**config.mk**
```make
export PLATFORM = sky130hd
export DESIGN_NAME = hbh_hold
export DESIGN_NICKNAME = d
export VERILOG_FILES = /design/src/hbh_pkg.sv /design/src/hbh_cnt.sv /design/src/hbh_hold.sv /design/src/hbh_sync.sv
export SDC_FILE = /design/constraint.sdc
export NUM_CORES = 1
export LEC_CHECK = 0
export BUFFER_PORTS_ARGS = -buffer_cell sky130_fd_sc_hd__buf_4
export CORE_MARGIN = 4
export CORE_UTILIZATION = 40
export DETAILED_ROUTE_END_ITERATION = 16
export PLACE_DENSITY = 0.77
export SETUP_SLACK_MARGIN = 0.4
export SYNTH_ARGS = -nofsm -noshare
export SYNTH_HDL_FRONTEND = slang
export SYNTH_SLANG_ARGS = --single-unit
```
**constraint.sdc**
```tcl
create_clock -name clock_in -period 2.4 [get_ports clock_in]
set_clock_uncertainty 0.1 [all_clocks]
set_input_delay 0.48 -clock clock_in [delete_from_list [all_inputs] [get_ports clock_in]]
set_output_delay 0.48 -clock clock_in [all_outputs]
set_load 0.01 [all_outputs]
```
**src/hbh_pkg.sv**
```systemverilog
// Shared constants and types for the external bus hold handshake
package hbh_pkg;
  // One CPU clock period, and the period of clock_in
  localparam int CPU_P_NS = 50;
  localparam int CLK_NS = 50;
  // Depth of the request synchroniser
  localparam int SYNC_CYC = 2;
  // Response times in CPU periods
  localparam int HZ_MIN_P = 4;
  localparam int GNT_MAX_P = 2;
  localparam int GNT_REL_MIN_P = 4;
  localparam int GNT_REL_MAX_P = 7;
  localparam int DRV_MIN_P = 3;
  localparam int DRV_MAX_P = 6;
  // Least times round up, longest times round down
  localparam int HZ_MIN_CYC = (HZ_MIN_P * CPU_P_NS + CLK_NS - 1) / CLK_NS;
  localparam int GNT_MAX_CYC = (GNT_MAX_P * CPU_P_NS) / CLK_NS;
  localparam int GNT_REL_MIN_CYC = (GNT_REL_MIN_P * CPU_P_NS + CLK_NS - 1) / CLK_NS;
  localparam int GNT_REL_MAX_CYC = (GNT_REL_MAX_P * CPU_P_NS) / CLK_NS;
  localparam int DRV_MIN_CYC = (DRV_MIN_P * CPU_P_NS + CLK_NS - 1) / CLK_NS;
  localparam int DRV_MAX_CYC = (DRV_MAX_P * CPU_P_NS) / CLK_NS;
  // Phase counter targets, measured after the synchroniser and the state step
  localparam int CNT_W = 4;
  localparam logic [CNT_W-1:0] WAIT_CNT = CNT_W'(HZ_MIN_CYC - SYNC_CYC - 1);
  localparam logic [CNT_W-1:0] REL_DRV_CNT = CNT_W'(DRV_MIN_CYC - SYNC_CYC - 1);
  localparam logic [CNT_W-1:0] REL_GNT_CNT = CNT_W'(GNT_REL_MIN_CYC - SYNC_CYC - 1);
  // Least SDRAM run before a hold while burst priority is set
  localparam logic [CNT_W-1:0] BURST_MIN = 4'h8;
  // Reset values
  localparam logic REQ_N_RST = 1'b1;
  localparam logic GRANT_N_RST = 1'b1;
  localparam logic PORT_OE_RST = 1'b1;
  typedef enum logic [4:0] {
    ST_OWN = 5'b00001,
    ST_WAIT = 5'b00010,
    ST_FLOAT = 5'b00100,
    ST_GRANT = 5'b01000,
    ST_REL = 5'b10000
  } hbh_state_t;
endpackage

```
**src/hbh_cnt.sv**
```systemverilog
// Saturating up-counter with synchronous clear
`timescale 1ns/1ps
module hbh_cnt import hbh_pkg::*; #(
  parameter int W = CNT_W
) (
  // Clock and reset
  input wire logic clock_in,
  input wire logic rst_b_in,
  // Control
  input wire logic clr_in,
  input wire logic inc_in,
  output logic [W-1:0] count_out
);
  typedef struct packed {
    logic [W-1:0] c;
  } hbh_cnt_st_t;

  hbh_cnt_st_t st_q;
  hbh_cnt_st_t st_d;

  always_comb begin
    st_d = st_q;
    if (clr_in) begin
      st_d.c = '0;
    end else if (inc_in && (st_q.c != {W{1'b1}})) begin
      st_d.c = st_q.c + W'(1);
    end
  end

  always_ff @(posedge clock_in or negedge rst_b_in) begin
    if (!rst_b_in) begin
      st_q <= '0;
    end else begin
      st_q <= st_d;
    end
  end

  assign count_out = st_q.c;
endmodule // hbh_cnt

```
**src/hbh_hold.sv**
```systemverilog
// Bus hold handshake: hands the external memory port to an outside master
// Notes on behaviour
// Hold request synchronised; may arrive asynchronously
// Pending memory transactions finish before grant
// Float bus no sooner than 4 periods
// Grant goes low within 2 periods of float
// Grant returns high 4 to 7 periods
// Bus redriven 3 to 6 periods after release
// Hold disable bit blocks the grant entirely
// Burst priority: finish eight SDRAM accesses first
// Idle bus grants at the least delay
// Whole memory bus group floats and redrives
// Outside master drives only while granted
`timescale 1ns/1ps
module hbh_hold import hbh_pkg::*; (
  // Clock and reset
  input wire logic clock_in,
  input wire logic rst_b_in,
  // Hold handshake pins
  input wire logic bus_hold_req_n_in,
  output logic bus_hold_grant_n_out,
  // Configuration
  input wire logic hold_disable_bit_in,
  input wire logic sdram_burst_priority_bit_in,
  // Memory controller side
  input wire logic mc_busy_in,
  input wire logic mc_sdram_xfer_in,
  output logic mc_hold_stall_out,
  input wire logic [3:0] mc_ce_n_in,
  input wire logic [3:0] mc_be_n_in,
  input wire logic [31:0] mc_data_in,
  input wire logic mc_data_oe_in,
  input wire logic [21:2] mc_addr_in,
  input wire logic mc_async_read_enable_in,
  input wire logic mc_async_output_enable_in,
  input wire logic mc_async_write_strobe_in,
  input wire logic mc_burst_sram_address_strobe_in,
  input wire logic mc_burst_sram_output_enable_in,
  input wire logic mc_burst_sram_write_enable_in,
  input wire logic mc_sdram_address_bit_ten_in,
  input wire logic mc_sdram_row_strobe_in,
  input wire logic mc_sdram_column_strobe_in,
  input wire logic mc_sdram_write_enable_in,
  // External memory port pins
  output logic memory_port_oe_out,
  output logic [3:0] chip_enable_n_out,
  output logic [3:0] byte_enable_lines_out,
  output logic [31:0] memory_data_lines_out,
  output logic memory_data_lines_oe_out,
  output logic [21:2] memory_address_lines_out,
  output logic async_read_enable_out,
  output logic async_output_enable_out,
  output logic async_write_strobe_out,
  output logic burst_sram_address_strobe_out,
  output logic burst_sram_output_enable_out,
  output logic burst_sram_write_enable_out,
  output logic sdram_address_bit_ten_out,
  output logic sdram_row_strobe_out,
  output logic sdram_column_strobe_out,
  output logic sdram_write_enable_out
);
  typedef struct packed {
    hbh_state_t st;
    logic grant_n;
    logic oe;
    logic ed_oe;
    logic [3:0] ce;
    logic [3:0] be;
    logic [31:0] ed;
    logic [21:2] ea;
    logic [9:0] strb;
  } hbh_hold_st_t;

  hbh_hold_st_t q;
  hbh_hold_st_t d;

  logic req_n_sync;
  logic req_act;
  logic [CNT_W-1:0] ph_cnt;
  logic [CNT_W-1:0] run_cnt;
  logic ph_clr;
  logic ph_inc;
  logic run_clr;
  logic burst_hold;

  // Metastability guard on the pin
  hbh_sync #(
    .RST_VAL(REQ_N_RST)
  ) u_req_sync (
    .clock_in(clock_in),
    .rst_b_in(rst_b_in),
    .async_in(bus_hold_req_n_in),
    .sync_out(req_n_sync)
  );

  assign req_act = !req_n_sync;

  // Phase counter restarts whenever a timed state is entered
  assign ph_clr = (q.st == ST_OWN) || (q.st == ST_GRANT) || (q.st == ST_FLOAT);
  assign ph_inc = (q.st == ST_WAIT) || (q.st == ST_REL);

  hbh_cnt #(
    .W(CNT_W)
  ) u_ph_cnt (
    .clock_in(clock_in),
    .rst_b_in(rst_b_in),
    .clr_in(ph_clr),
    .inc_in(ph_inc),
    .count_out(ph_cnt)
  );

  // Consecutive SDRAM accesses; a gap in ST_OWN ends the run.
  // The run under way as the request arrives counts, so it is not cut short.
  assign run_clr = (q.st == ST_OWN) && !mc_sdram_xfer_in;

  hbh_cnt #(
    .W(CNT_W)
  ) u_run_cnt (
    .clock_in(clock_in),
    .rst_b_in(rst_b_in),
    .clr_in(run_clr),
    .inc_in(mc_sdram_xfer_in),
    .count_out(run_cnt)
  );

  // A started SDRAM run keeps the bus until it reaches the least length
  assign burst_hold = sdram_burst_priority_bit_in && (run_cnt != '0) && (run_cnt < BURST_MIN);

  always_comb begin
    d = q;
    // Pin values follow the controller; the enable alone decides who drives
    d.ce = mc_ce_n_in;
    d.be = mc_be_n_in;
    d.ed = mc_data_in;
    d.ea = mc_addr_in;
    d.strb = {mc_async_read_enable_in, mc_async_output_enable_in, mc_async_write_strobe_in,
              mc_burst_sram_address_strobe_in, mc_burst_sram_output_enable_in,
              mc_burst_sram_write_enable_in, mc_sdram_address_bit_ten_in,
              mc_sdram_row_strobe_in, mc_sdram_column_strobe_in, mc_sdram_write_enable_in};
    case (q.st)
      ST_OWN: begin
        if (req_act && !hold_disable_bit_in) begin
          d.st = ST_WAIT;
        end
      end
      ST_WAIT: begin
        if (!req_act || hold_disable_bit_in) begin
          d.st = ST_OWN;
        end else if ((ph_cnt >= WAIT_CNT) && !mc_busy_in && !mc_sdram_xfer_in && !burst_hold) begin
          d.st = ST_FLOAT;
          d.oe = 1'b0;
        end
      end
      ST_FLOAT: begin
        // Grant follows the float by one edge
        d.grant_n = 1'b0;
        d.st = ST_GRANT;
      end
      ST_GRANT: begin
        if (!req_act) begin
          d.st = ST_REL;
        end
      end
      ST_REL: begin
        if (ph_cnt == REL_DRV_CNT) begin
          d.oe = 1'b1;
        end
        if (ph_cnt == REL_GNT_CNT) begin
          d.grant_n = 1'b1;
          d.st = ST_OWN;
        end
      end
      default: begin
        d.st = ST_OWN;
        d.grant_n = GRANT_N_RST;
        d.oe = PORT_OE_RST;
      end
    endcase
    // Data lines never drive while the port is floated
    d.ed_oe = d.oe && mc_data_oe_in;
  end

  always_ff @(posedge clock_in or negedge rst_b_in) begin
    if (!rst_b_in) begin
      q <= '0;
      q.st <= ST_OWN;
      q.grant_n <= GRANT_N_RST;
      q.oe <= PORT_OE_RST;
    end else begin
      q <= d;
    end
  end

  // Controller must not start new cycles once the hold is under way, save a started SDRAM run still short of BURST_MIN
  assign mc_hold_stall_out = ((q.st == ST_WAIT) && !burst_hold) || (q.st == ST_FLOAT) ||
                             (q.st == ST_GRANT) || (q.st == ST_REL);

  assign bus_hold_grant_n_out = q.grant_n;
  assign memory_port_oe_out = q.oe;
  assign memory_data_lines_oe_out = q.ed_oe;
  assign chip_enable_n_out = q.ce;
  assign byte_enable_lines_out = q.be;
  assign memory_data_lines_out = q.ed;
  assign memory_address_lines_out = q.ea;
  assign async_read_enable_out = q.strb[9];
  assign async_output_enable_out = q.strb[8];
  assign async_write_strobe_out = q.strb[7];
  assign burst_sram_address_strobe_out = q.strb[6];
  assign burst_sram_output_enable_out = q.strb[5];
  assign burst_sram_write_enable_out = q.strb[4];
  assign sdram_address_bit_ten_out = q.strb[3];
  assign sdram_row_strobe_out = q.strb[2];
  assign sdram_column_strobe_out = q.strb[1];
  assign sdram_write_enable_out = q.strb[0];
endmodule // hbh_hold

```
**src/hbh_sync.sv**
```systemverilog
// Two-flop synchroniser for an asynchronous level
`timescale 1ns/1ps
module hbh_sync import hbh_pkg::*; #(
  parameter logic RST_VAL = REQ_N_RST
) (
  // Clock and reset
  input wire logic clock_in,
  input wire logic rst_b_in,
  // Level
  input wire logic async_in,
  output logic sync_out
);
  typedef struct packed {
    logic s1;
    logic s2;
  } hbh_sync_st_t;

  hbh_sync_st_t st_q;
  hbh_sync_st_t st_d;

  always_comb begin
    st_d.s1 = async_in;
    st_d.s2 = st_q.s1;
  end

  always_ff @(posedge clock_in or negedge rst_b_in) begin
    if (!rst_b_in) begin
      st_q <= {RST_VAL, RST_VAL};
    end else begin
      st_q <= st_d;
    end
  end

  assign sync_out = st_q.s2;
endmodule // hbh_sync

```
==> parameters.txt, run 1 <==
Parameter                              Value

Clock tree
  Insertion delay to the later sink of the worst-skew pair ... 0.35 ns
  Clk sinks ... 88
  Clock-pin slew reported for the worst setup and hold paths after clock tree synthesis ... 0.09 ns
  Maximum root-to-sink buffer count ... 2
  Level count of the clock H-tree ... 3
  TritonCTS clock tree ... yes
  CTS Buf Count ... 9
  Cell chosen for the clock root ... sky130_fd_sc_hd__clkbuf_8

Die
  Row count ... 33
  Initial core utilization ... 0.409
  Core Region ... 8130 um^2
  Die Outline Area ... 9840 um^2
  Height of the chip ... 99.2 um
  Die X ... 99.2 um
  Top-level I/O count ... 152

Min path
  Hold WC Path Type ... in -> reg

STA
  Max_slew headroom ... 0.693
  Maximum operating frequency ... 457 MHz
  Pin slew with the least headroom to its limit ... 0.460 ns
  Slew Viols, Final ... 0
  Period minus WS final ... 2.19 ns
  Fin crit share ... 0.911
  Final WS setup ... 0.214 ns
  RSZ-0062 raised after global routing ... true
  Worst hold slack ... 0.127 ns
  Setup Viol. Count Final ... 0
  Count of final hold-check violations ... 0
  Fin Setup TNS ... 0 ns

Power
  Final Total Pwr ... 3.18 mW
  Worst vdd ir ... 0.299 mV
  Combinational Power Share ... 0.186
  Clock group share of total power ... 0.288
  Design internal power ... 2.28 mW
  Sequential share of power ... 0.526
  Switching power as a share of total power ... 0.283
  Power density over the cells ... 717 nW/um^2
  Leakage ... 2.13 nW
  Net switching power ... 0.901 mW

Critical path
  Crit path max fanout ... 4
  Count of buffer and inverter cells on the critical path ... 1
  Cell-by-cell trace of the critical path ... xor2_2 -> mux2i_1 -> or2_4 -> a21oi_2 -> buf_4
  Startpoint type of the worst setup path ... register
  Kind of cell adding the most delay to the critical path ... flip-flops
  Max incr delay on CP ... 0.47 ns
  CP Data Required Time ... 1.82 ns
  Crit end category ... output pin
  Standard cell with the maximum stage delay on the critical path ... sky130_fd_sc_hd__dfrtp_2
  Kind of critical path ... reg -> out
  Arrival time worst endpoint ... 1.61 ns

Job
  Number of violations of the max-capacitance limit ... 0

Global route
  Maximum number of pins on one net before global-route repair ... 36
  M2 GR Usage ... 0.269
  Antenna violations before repair ... 0
  Global routing usage summed across all routing layers ... 0.154
  Highest-utilization routing layer at the global route stage ... met2
  Met3 usage in global routing ... 0.0505
  Met1 demand-to-capacity share in global routing ... 0.176
  Global route overflow ... 0
  Via count of the first global-routing pass ... 2211
  First-pass GRT wire length ... 11600 um

Yosys
  Cells after synthesis ... 250
  Number of warnings printed during yosys synthesis ... 0
  Cell accounting for the most synthesized area ... sky130_fd_sc_hd__dfrtp_1
  Post-synthesis instance area ... 3330 um^2
  Most frequent cell after synthesis ... sky130_fd_sc_hd__dfrtp_1
  Primary flip-flop cell chosen by synthesis mapping ... sky130_fd_sc_hd__dfrtp_1
  Distinct cell type count after synthesis ... 47
  Synthesized netlist net count ... 334
  Sequential fraction of the synthesis area ... 0.664
  Number of enable-type register cells in the synthesized netlist ... 0
  Fraction of synthesized cell area taken by the top area cell type ... 0.624
  Synthesized area per cell ... 13.3 um^2
  Top post-synthesis cells by area ... sky130_fd_sc_hd__dfrtp_1, sky130_fd_sc_hd__buf_4, sky130_fd_sc_hd__dfstp_2
  FFs w/ async S/R, synth ... 1.00
  Register bit count reported by yosys ... 88
  Commonest cells in the netlist ... sky130_fd_sc_hd__dfrtp_1, sky130_fd_sc_hd__buf_4, sky130_fd_sc_hd__nor2_1

Drt
  Ratio of routed vias to standard cells ... 4.57
  DRC Markers ... 0
  Detailed router's first-iteration violation count ... 125
  Via total after detailed routing ... 2128
  Detailed-routing iteration count for the pre-antenna-repair pass ... 4
  Average detailed-routed wire length per instance ... 16.2 um
  Final wirelength ... 7550 um
  Final antenna-violating net count ... 0

Placement
  DP Area ... 4130 um^2
  Final estimated routing congestion in global placement ... 0.816
  Hpwl dp ... 5690 um
  Total of buffers placed on input and output ports ... 151
  Worst setup slack before clock tree synthesis ... 0.388 ns

Final layout
  Proportion of layout cells with a drive suffix above 1 ... 0.551
  Final layout net count ... 441
  Area growth from synthesis to layout ... 33.3%
  Number of inserted diodes ... 0
  Fin area ... 4440 um^2

Outcome
  Run status ... completed
-- final timing paths --
| path | start | endpoint | slack, ns | depth (start not counted) |
|---|---|---|---|---|
| setup / recovery | q[76]$_DFFE_PN0P_ | mc_hold_stall_out | 0.21 | 5 |
| hold / removal | mc_data_in[15] | memory_data_lines_out[15]$_DFF_PN0_ | 0.13 | 1 |
| setup reg to reg | u_ph_cnt.count_out[1]$_DFFE_PN0P_ | memory_data_lines_oe_out$_DFF_PN0_ | 0.48 | 6 |
| hold reg to reg | u_req_sync.st_d[0]$_DFF_PN1_ | u_req_sync.sync_out$_DFF_PN1_ | 0.26 | 0 |
| max in group asynchronous | rst_b_in | memory_port_oe_out$_DFF_PN1_ | 0.93 | 3 |
| min in group asynchronous | rst_b_in | memory_address_lines_out[15]$_DFF_PN0_ | 0.53 | 2 |
-- power groups by stage --
stage	registers, mW	clock network, mW	logic (mW)
2_1_floorplan	1.66	0	0.326
3_3_place_gp	1.69	0	0.495
3_5_place_dp	1.70	0	0.511
4_1_cts	1.67	0.962	0.564
5_1_grt	1.68	1.03	0.651
6_report	1.67	0.916	0.592
-- per-stage QoR --
stage | utilization | std cells
6_report | 0.545 | 466
5_1_grt | 0.545 | 466
4_1_cts | 0.541 | 465
3_5_place_dp | 0.508 | 443
3_3_place_gp | 0.508 | 443
2_1_floorplan | - | 250
-- area by class of cell --
| cell class | count | area [um^2] |
|---|---|---|
| Clock buffer | 9 | 124 |
| Tap cell | 105 | 131 |
| Clock inverter | 6 | 51.3 |
| Multi-Input combinational cell | 88 | 654 |
| Timing Repair Buffer | 162 | 1230 |
| Sequential cell | 88 | 2210 |
| Inverter | 8 | 30.0 |
| Fill cell | 679 | 3700 |
-- cell usage in the layout, fill, tap and decap left out, drive strengths merged, types with 3 or more instances in the layout --
master    instances
xor2              3
dfrtp            83
nor3              5
clkbuf            9
o21ai             8
a31oi             3
dfstp             5
nor2             13
ha                6
a21oi             5
nand3             6
buf             161
inv              11
a211oi            3
nand2             5
clkinvlp          3
-- registers in the layout, summed over array words and instances (netlist names), 4 cells and up --
register and count:
u_run_cnt.count_out 4, u_ph_cnt.count_out 4, memory_data_lines_out 32, byte_enable_lines_out 4, chip_enable_n_out 4, q 5, memory_address_lines_out 20
-- what timing repair did --
action,4_1_cts,5_1_grt
gates cloned,0,0
hold buffers,1,0
buffers inserted,6,1
endpoints found under the setup margin,1,3
resized for setup,12,5
pin swaps,4,3
hold endpoints to repair,29,0
-- per-layer routing --
metal	vias up	routed length, um
li1	985	-
met1	1030	2710
met2	99	3940
met3	14	739
met4	0	154
met5	-	0
-- kinds of logic (layout without fill, tap and decap cells) --
logic type | count (synthesis) | count (layout) | synth area share
xor gates and xnor gates | 4 | 4 | 0.0105
adders and majority gates | 6 | 6 | 0.0226
AOI/OAI and AO/OA | 31 | 31 | 0.0658
and+or+nand+nor | 45 | 45 | 0.0733
DFF | 88 | 88 | 0.664
buffers and inverters | 74 | 185 | 0.158
muxes | 2 | 2 | 0.00639
Power figures use the tool's default switching activity.
==> run 2, diff against run 1 <==
- SETUP_SLACK_MARGIN: 0.4 -> 0.5
==> run 2 against run 1 <==
Utilization is 0.51 points higher. Register-to-register slack better by 0.05 ns. Worst hold slack better by 0.0034 ns. Global-route usage stayed put. Clock-buffer cell count stayed put. Flip-flop and latch count stayed put. Clock power hardly changed. Cell count is 0.21% higher. Maximum frequency hardly changed. Critical path type unchanged. Largest cell class unchanged.
==> parameters.txt, run 2 (synthesized netlist as in run 1, its figures left out) <==
Parameter                              Value

Clock tree
  Cell chosen for the clock root ... sky130_fd_sc_hd__clkbuf_8
  Level count of the clock H-tree ... 3
  CTS Buf Count ... 9
  TritonCTS clock tree ... yes
  Clock-pin slew reported for the worst setup and hold paths after clock tree synthesis ... 0.09 ns
  Maximum root-to-sink buffer count ... 2
  Insertion delay to the later sink of the worst-skew pair ... 0.35 ns
  Clk sinks ... 88

STA
  Fin crit share ... 0.910
  Setup Viol. Count Final ... 0
  Fin Setup TNS ... 0 ns
  Worst hold slack ... 0.130 ns
  Maximum operating frequency ... 458 MHz
  Period minus WS final ... 2.19 ns
  Slew Viols, Final ... 0
  Max_slew headroom ... 0.690
  Count of final hold-check violations ... 0
  RSZ-0062 raised after global routing ... true
  Pin slew with the least headroom to its limit ... 0.465 ns

Final layout
  Proportion of layout cells with a drive suffix above 1 ... 0.561
  Register cell area after layout ... 2210 um^2
  Most common cell after layout, fill and taps aside ... sky130_fd_sc_hd__buf_4
  Area growth from synthesis to layout ... 34.6%
  Number of inserted diodes ... 0
  Area occupied by multi-input gates ... 688 um^2
  FILL cells ... 675
  Leading cell types in the layout, fill and taps excluded ... sky130_fd_sc_hd__buf_4, sky130_fd_sc_hd__dfrtp_1, sky130_fd_sc_hd__nor2_1
  Max reg flops ... 32
  Final layout net count ... 442

Power
  Design internal power ... 2.30 mW
  Sequential share of power ... 0.519
  Net switching power ... 0.912 mW
  Combinational Power Share ... 0.197
  Final Total Pwr ... 3.22 mW
  Worst vdd ir ... 0.297 mV
  Leakage ... 2.14 nW
  Switching power as a share of total power ... 0.284
  Clock group share of total power ... 0.284
  Power density over the cells ... 718 nW/um^2

Drt
  Final antenna-violating net count ... 0
  Via total after detailed routing ... 2147
  DRC Markers ... 0
  Average detailed-routed wire length per instance ... 16.1 um
  Detailed-routing iteration count for the pre-antenna-repair pass ... 4
  Final wirelength ... 7540 um
  Ratio of routed vias to standard cells ... 4.60
  Detailed router's first-iteration violation count ... 136

Global route
  Via count of the first global-routing pass ... 2211
  Global routing usage summed across all routing layers ... 0.154
  Maximum number of pins on one net before global-route repair ... 36
  Antenna violations before repair ... 0
  First-pass GRT wire length ... 11600 um
  Global route overflow ... 0

Critical path
  Crit path max fanout ... 4
  Crit end category ... output pin
  Startpoint type of the worst setup path ... register
  Kind of critical path ... reg -> out
  Arrival time worst endpoint ... 1.61 ns
  CP Data Required Time ... 1.82 ns

Placement
  Final estimated routing congestion in global placement ... 0.816
  Hpwl dp ... 5690 um
  Total of buffers placed on input and output ports ... 151

Die
  Initial core utilization ... 0.409
  Height of the chip ... 99.2 um
  Top-level I/O count ... 152
  Die X ... 99.2 um
  Core Region ... 8130 um^2
  Die Outline Area ... 9840 um^2
  Row count ... 33

Min path
  Hold WC Path Type ... in -> reg

Job
  Number of violations of the max-capacitance limit ... 0

Outcome
  Run status ... completed
-- run 2: power by group through the flow --
stage,registers (mW),clock network [mW],logic (mW)
after floorplan,1.66,0,0.326
after global placement,1.69,0,0.495
after detailed placement,1.70,0,0.511
after CTS,1.67,0.962,0.564
after global routing,1.68,1.03,0.695
final,1.67,0.913,0.633
-- run 2: final timing paths --
path | start | endpoint | depth (start not counted) | slack, ns
worst max-delay path | q[76]$_DFFE_PN0P_ | mc_hold_stall_out | 5 | 0.21
worst min-delay path | mc_ce_n_in[0] | chip_enable_n_out[0]$_DFF_PN0_ | 1 | 0.13
worst max register to register | q[76]$_DFFE_PN0P_ | memory_data_lines_oe_out$_DFF_PN0_ | 5 | 0.53
worst min register to register | u_req_sync.st_d[0]$_DFF_PN1_ | u_req_sync.sync_out$_DFF_PN1_ | 0 | 0.26
max in group asynchronous | rst_b_in | memory_port_oe_out$_DFF_PN1_ | 3 | 0.92
min in group asynchronous | rst_b_in | memory_address_lines_out[15]$_DFF_PN0_ | 2 | 0.54
-- run 2: layer usage --
metal  vias to the layer above  routed length, um  global-route usage
li1                        990                  -                   -
met1                      1037               2670               0.176
met2                       114               4030               0.269
met3                         6                774              0.0505
met4                         0                 70              0.0599
met5                         -                  0                   0
-- run 2: area by class of cell --
cell class,instances,share of cell area
sequential,88,0.494
timing repair buffer,163,0.277
multi-input combinational,88,0.154
tap,105,0.0293
clock buffer,9,0.0277
clock inverter,6,0.0115
inverter,8,0.00671
-- run 2: critical path: stages, from the launching register on --
cell                      delay, ns
sky130_fd_sc_hd__dfrtp_2       0.47
sky130_fd_sc_hd__xor2_2        0.20
sky130_fd_sc_hd__mux2i_1       0.09
sky130_fd_sc_hd__or2_4         0.23
sky130_fd_sc_hd__a21oi_2       0.13
sky130_fd_sc_hd__buf_4         0.14
-- run 2: repair_timing --
action                                  in CTS  in global routing
endpoints found under the setup margin       2                  8
hold endpoints to repair                    29                  0
buffers inserted                             6                  2
pin swaps                                    5                  3
hold buffers                                 1                  0
gates resized for setup                     12                 11
-- run 2: per-stage QoR --
stage,utilization,cell area [um^2],setup WS (ns),cells
3_3_place_gp,0.508,4130,0.443,443
2_1_floorplan,-,3330,0.516,250
3_5_place_dp,0.508,4130,0.388,443
5_1_grt,0.550,4480,0.135,467
6_report,0.550,4480,0.215,467
4_1_cts,0.541,4400,0.235,465
==> run 3, diff against run 2 <==
==> constraint.sdc (replaced) <==
create_clock -name clock_in -period 2.25 [get_ports clock_in]
set_clock_uncertainty 0.1 [all_clocks]
set_input_delay 0.45 -clock clock_in [delete_from_list [all_inputs] [get_ports clock_in]]
set_output_delay 0.45 -clock clock_in [all_outputs]
set_load 0.02 [all_outputs]
==> run 3 against run 2 <==
Register-to-register slack got worse by 0.24 ns. Clock power increased by 12%. Critical path depth unchanged. Largest cell class unchanged.
==> parameters.txt, run 3 (synthesized netlist as in run 1, its figures left out) <==
Parameter                              Value

Outcome
  Run status ... completed

Clock tree
  Clock-pin slew reported for the worst setup and hold paths after clock tree synthesis ... 0.10 ns
  Cell chosen for the clock root ... sky130_fd_sc_hd__clkbuf_8
  Level count of the clock H-tree ... 3
  TritonCTS clock tree ... yes
  CTS Buf Count ... 9
  Maximum root-to-sink buffer count ... 2
  Insertion delay to the later sink of the worst-skew pair ... 0.35 ns
  Clk sinks ... 88

Critical path
  CP Data Required Time ... 1.70 ns
  Start point of the critical path ... q[77]$_DFFE_PN0P_
  FF-to-FF path depth ... 6
  Count of buffer and inverter cells on the critical path ... 1
  Kind of cell adding the most delay to the critical path ... flip-flops
  Startpoint type of the worst setup path ... register
  Logic depth of the worst setup path including buffers ... 5
  Cell-by-cell trace of the critical path ... xor2_2 -> mux2i_1 -> or2_4 -> a21oi_4 -> buf_6
  Crit path max fanout ... 8
  Max incr delay on CP ... 0.48 ns
  Crit end category ... output pin
  Standard cell with the maximum stage delay on the critical path ... sky130_fd_sc_hd__dfrtp_2
  R2R Path Start ... u_ph_cnt.count_out[1]$_DFFE_PN0P_
  Kind of critical path ... reg -> out
  Arrival time worst endpoint ... 1.60 ns

Final layout
  Number of inserted diodes ... 0
  Proportion of layout cells with a drive suffix above 1 ... 0.578
  Max reg flops ... 32
  Most common cell after layout, fill and taps aside ... sky130_fd_sc_hd__buf_4
  Final layout net count ... 451
  Area growth from synthesis to layout ... 37.2%
  Leading cell types in the layout, fill and taps excluded ... sky130_fd_sc_hd__buf_4, sky130_fd_sc_hd__dfrtp_1, sky130_fd_sc_hd__nor2_1

STA
  Max_slew headroom ... 0.694
  Maximum operating frequency ... 466 MHz
  Pin slew with the least headroom to its limit ... 0.455 ns
  Count of final hold-check violations ... 0
  RSZ-0062 raised after global routing ... true
  Slew Viols, Final ... 0
  Fin Setup TNS ... 0 ns
  Period minus WS final ... 2.15 ns
  Fin crit share ... 0.954
  Setup Viol. Count Final ... 0

Power
  Net switching power ... 1.06 mW
  Worst vdd ir ... 0.402 mV
  Design internal power ... 2.50 mW
  Switching power as a share of total power ... 0.297
  Leakage ... 2.19 nW
  Final Total Pwr ... 3.56 mW
  Clock group share of total power ... 0.286
  Combinational Power Share ... 0.218
  Power density over the cells ... 781 nW/um^2
  Sequential share of power ... 0.496

Die
  Row count ... 33
  Die X ... 99.2 um
  Initial core utilization ... 0.409
  Height of the chip ... 99.2 um
  Top-level I/O count ... 152
  Die Outline Area ... 9840 um^2
  Core Region ... 8130 um^2

Drt
  Detailed router's first-iteration violation count ... 38
  Ratio of routed vias to standard cells ... 4.62
  Detailed-routing iteration count for the pre-antenna-repair pass ... 4
  Via total after detailed routing ... 2202
  Final antenna-violating net count ... 0
  Final wirelength ... 7810 um
  DRC Markers ... 0
  Average detailed-routed wire length per instance ... 16.4 um

Global route
  Antenna violations before repair ... 0
  First-pass GRT wire length ... 12100 um
  Maximum number of pins on one net before global-route repair ... 47
  Via count of the first global-routing pass ... 2374
  Global route overflow ... 0
  Global routing usage summed across all routing layers ... 0.159

Min path
  Hold WC Path Type ... in -> reg
  Hold path cells ... 1
  Hold wc startpoint ... mc_data_in[13]

Job
  Number of violations of the max-capacitance limit ... 0

Placement
  Final estimated routing congestion in global placement ... 0.834
  Total of buffers placed on input and output ports ... 151
  Hpwl dp ... 5820 um
[run 3: final timing paths]
kind	to	slack (ns)
worst max-delay path	mc_hold_stall_out	0.10
worst min-delay path	memory_data_lines_out[13]$_DFF_PN0_	0.1
worst max register to register	memory_data_lines_oe_out$_DFF_PN0_	0.29
worst min register to register	u_req_sync.sync_out$_DFF_PN1_	0.26
max in group asynchronous	memory_port_oe_out$_DFF_PN1_	0.95
min in group asynchronous	memory_data_lines_out[2]$_DFF_PN0_	0.45
[run 3: repair_timing]
action	in CTS	in global routing
setup buffers	14	4
pin swaps	8	3
hold buffers	1	0
resized for setup	16	7
endpoints found under the setup margin	12	13
endpoints found under the hold margin	24	0
[run 3: area by class of cell]
| type | count | area, um^2 |
|---|---|---|
| clock buffers | 10 | 138 |
| well taps | 105 | 131 |
| inverters | 8 | 30.0 |
| flip-flops and latches | 88 | 2210 |
| clock inverters | 6 | 50.0 |
| fillers | 665 | 3570 |
| multi-input cells | 88 | 687 |
| repair buffers | 172 | 1310 |
[run 3: worst register-to-register path: stages (launching register included)]
cell and delay, ns:
sky130_fd_sc_hd__dfrtp_1 0.38, sky130_fd_sc_hd__inv_1 0.09, sky130_fd_sc_hd__ha_1 0.23, sky130_fd_sc_hd__or4b_1 0.58, sky130_fd_sc_hd__o311ai_2 0.17, sky130_fd_sc_hd__nor2_2 0.11
sky130_fd_sc_hd__a211oi_2 0.21
[run 3: metal layers]
metal / vias to the layer above / GRT usage / share of wire
met5: - / 0 / 0
li1: 1000 / - / -
met3: 12 / 0.0477 / 0.082
met2: 106 / 0.286 / 0.53
met4: 0 / 0.0588 / 0.013
met1: 1084 / 0.178 / 0.37
[run 3: stage by stage]
stage          instance area, um^2  hold slack [ns]  instances   util  setup slack, ns
3_3_place_gp                  4160            0.250        442  0.511            0.359
6_report                      4560           0.0961        477  0.561            0.104
2_1_floorplan                 3370           0.0544        250      -            0.510
5_1_grt                       4560           0.0676        477  0.561           0.0307
3_5_place_dp                  4160            0.251        442  0.511            0.319
4_1_cts                       4510           0.0778        473  0.555           0.0902
[run 3: power groups by stage]
| stage | Clock, mW | Sequential (mW) | Combinational, mW |
|---|---|---|---|
| floorplan | 0 | 1.78 | 0.407 |
| global placement | 0 | 1.81 | 0.591 |
| detailed placement | 0 | 1.82 | 0.615 |
| CTS | 1.06 | 1.77 | 0.742 |
| global route | 1.13 | 1.78 | 0.834 |
| finish | 1.02 | 1.77 | 0.776 |
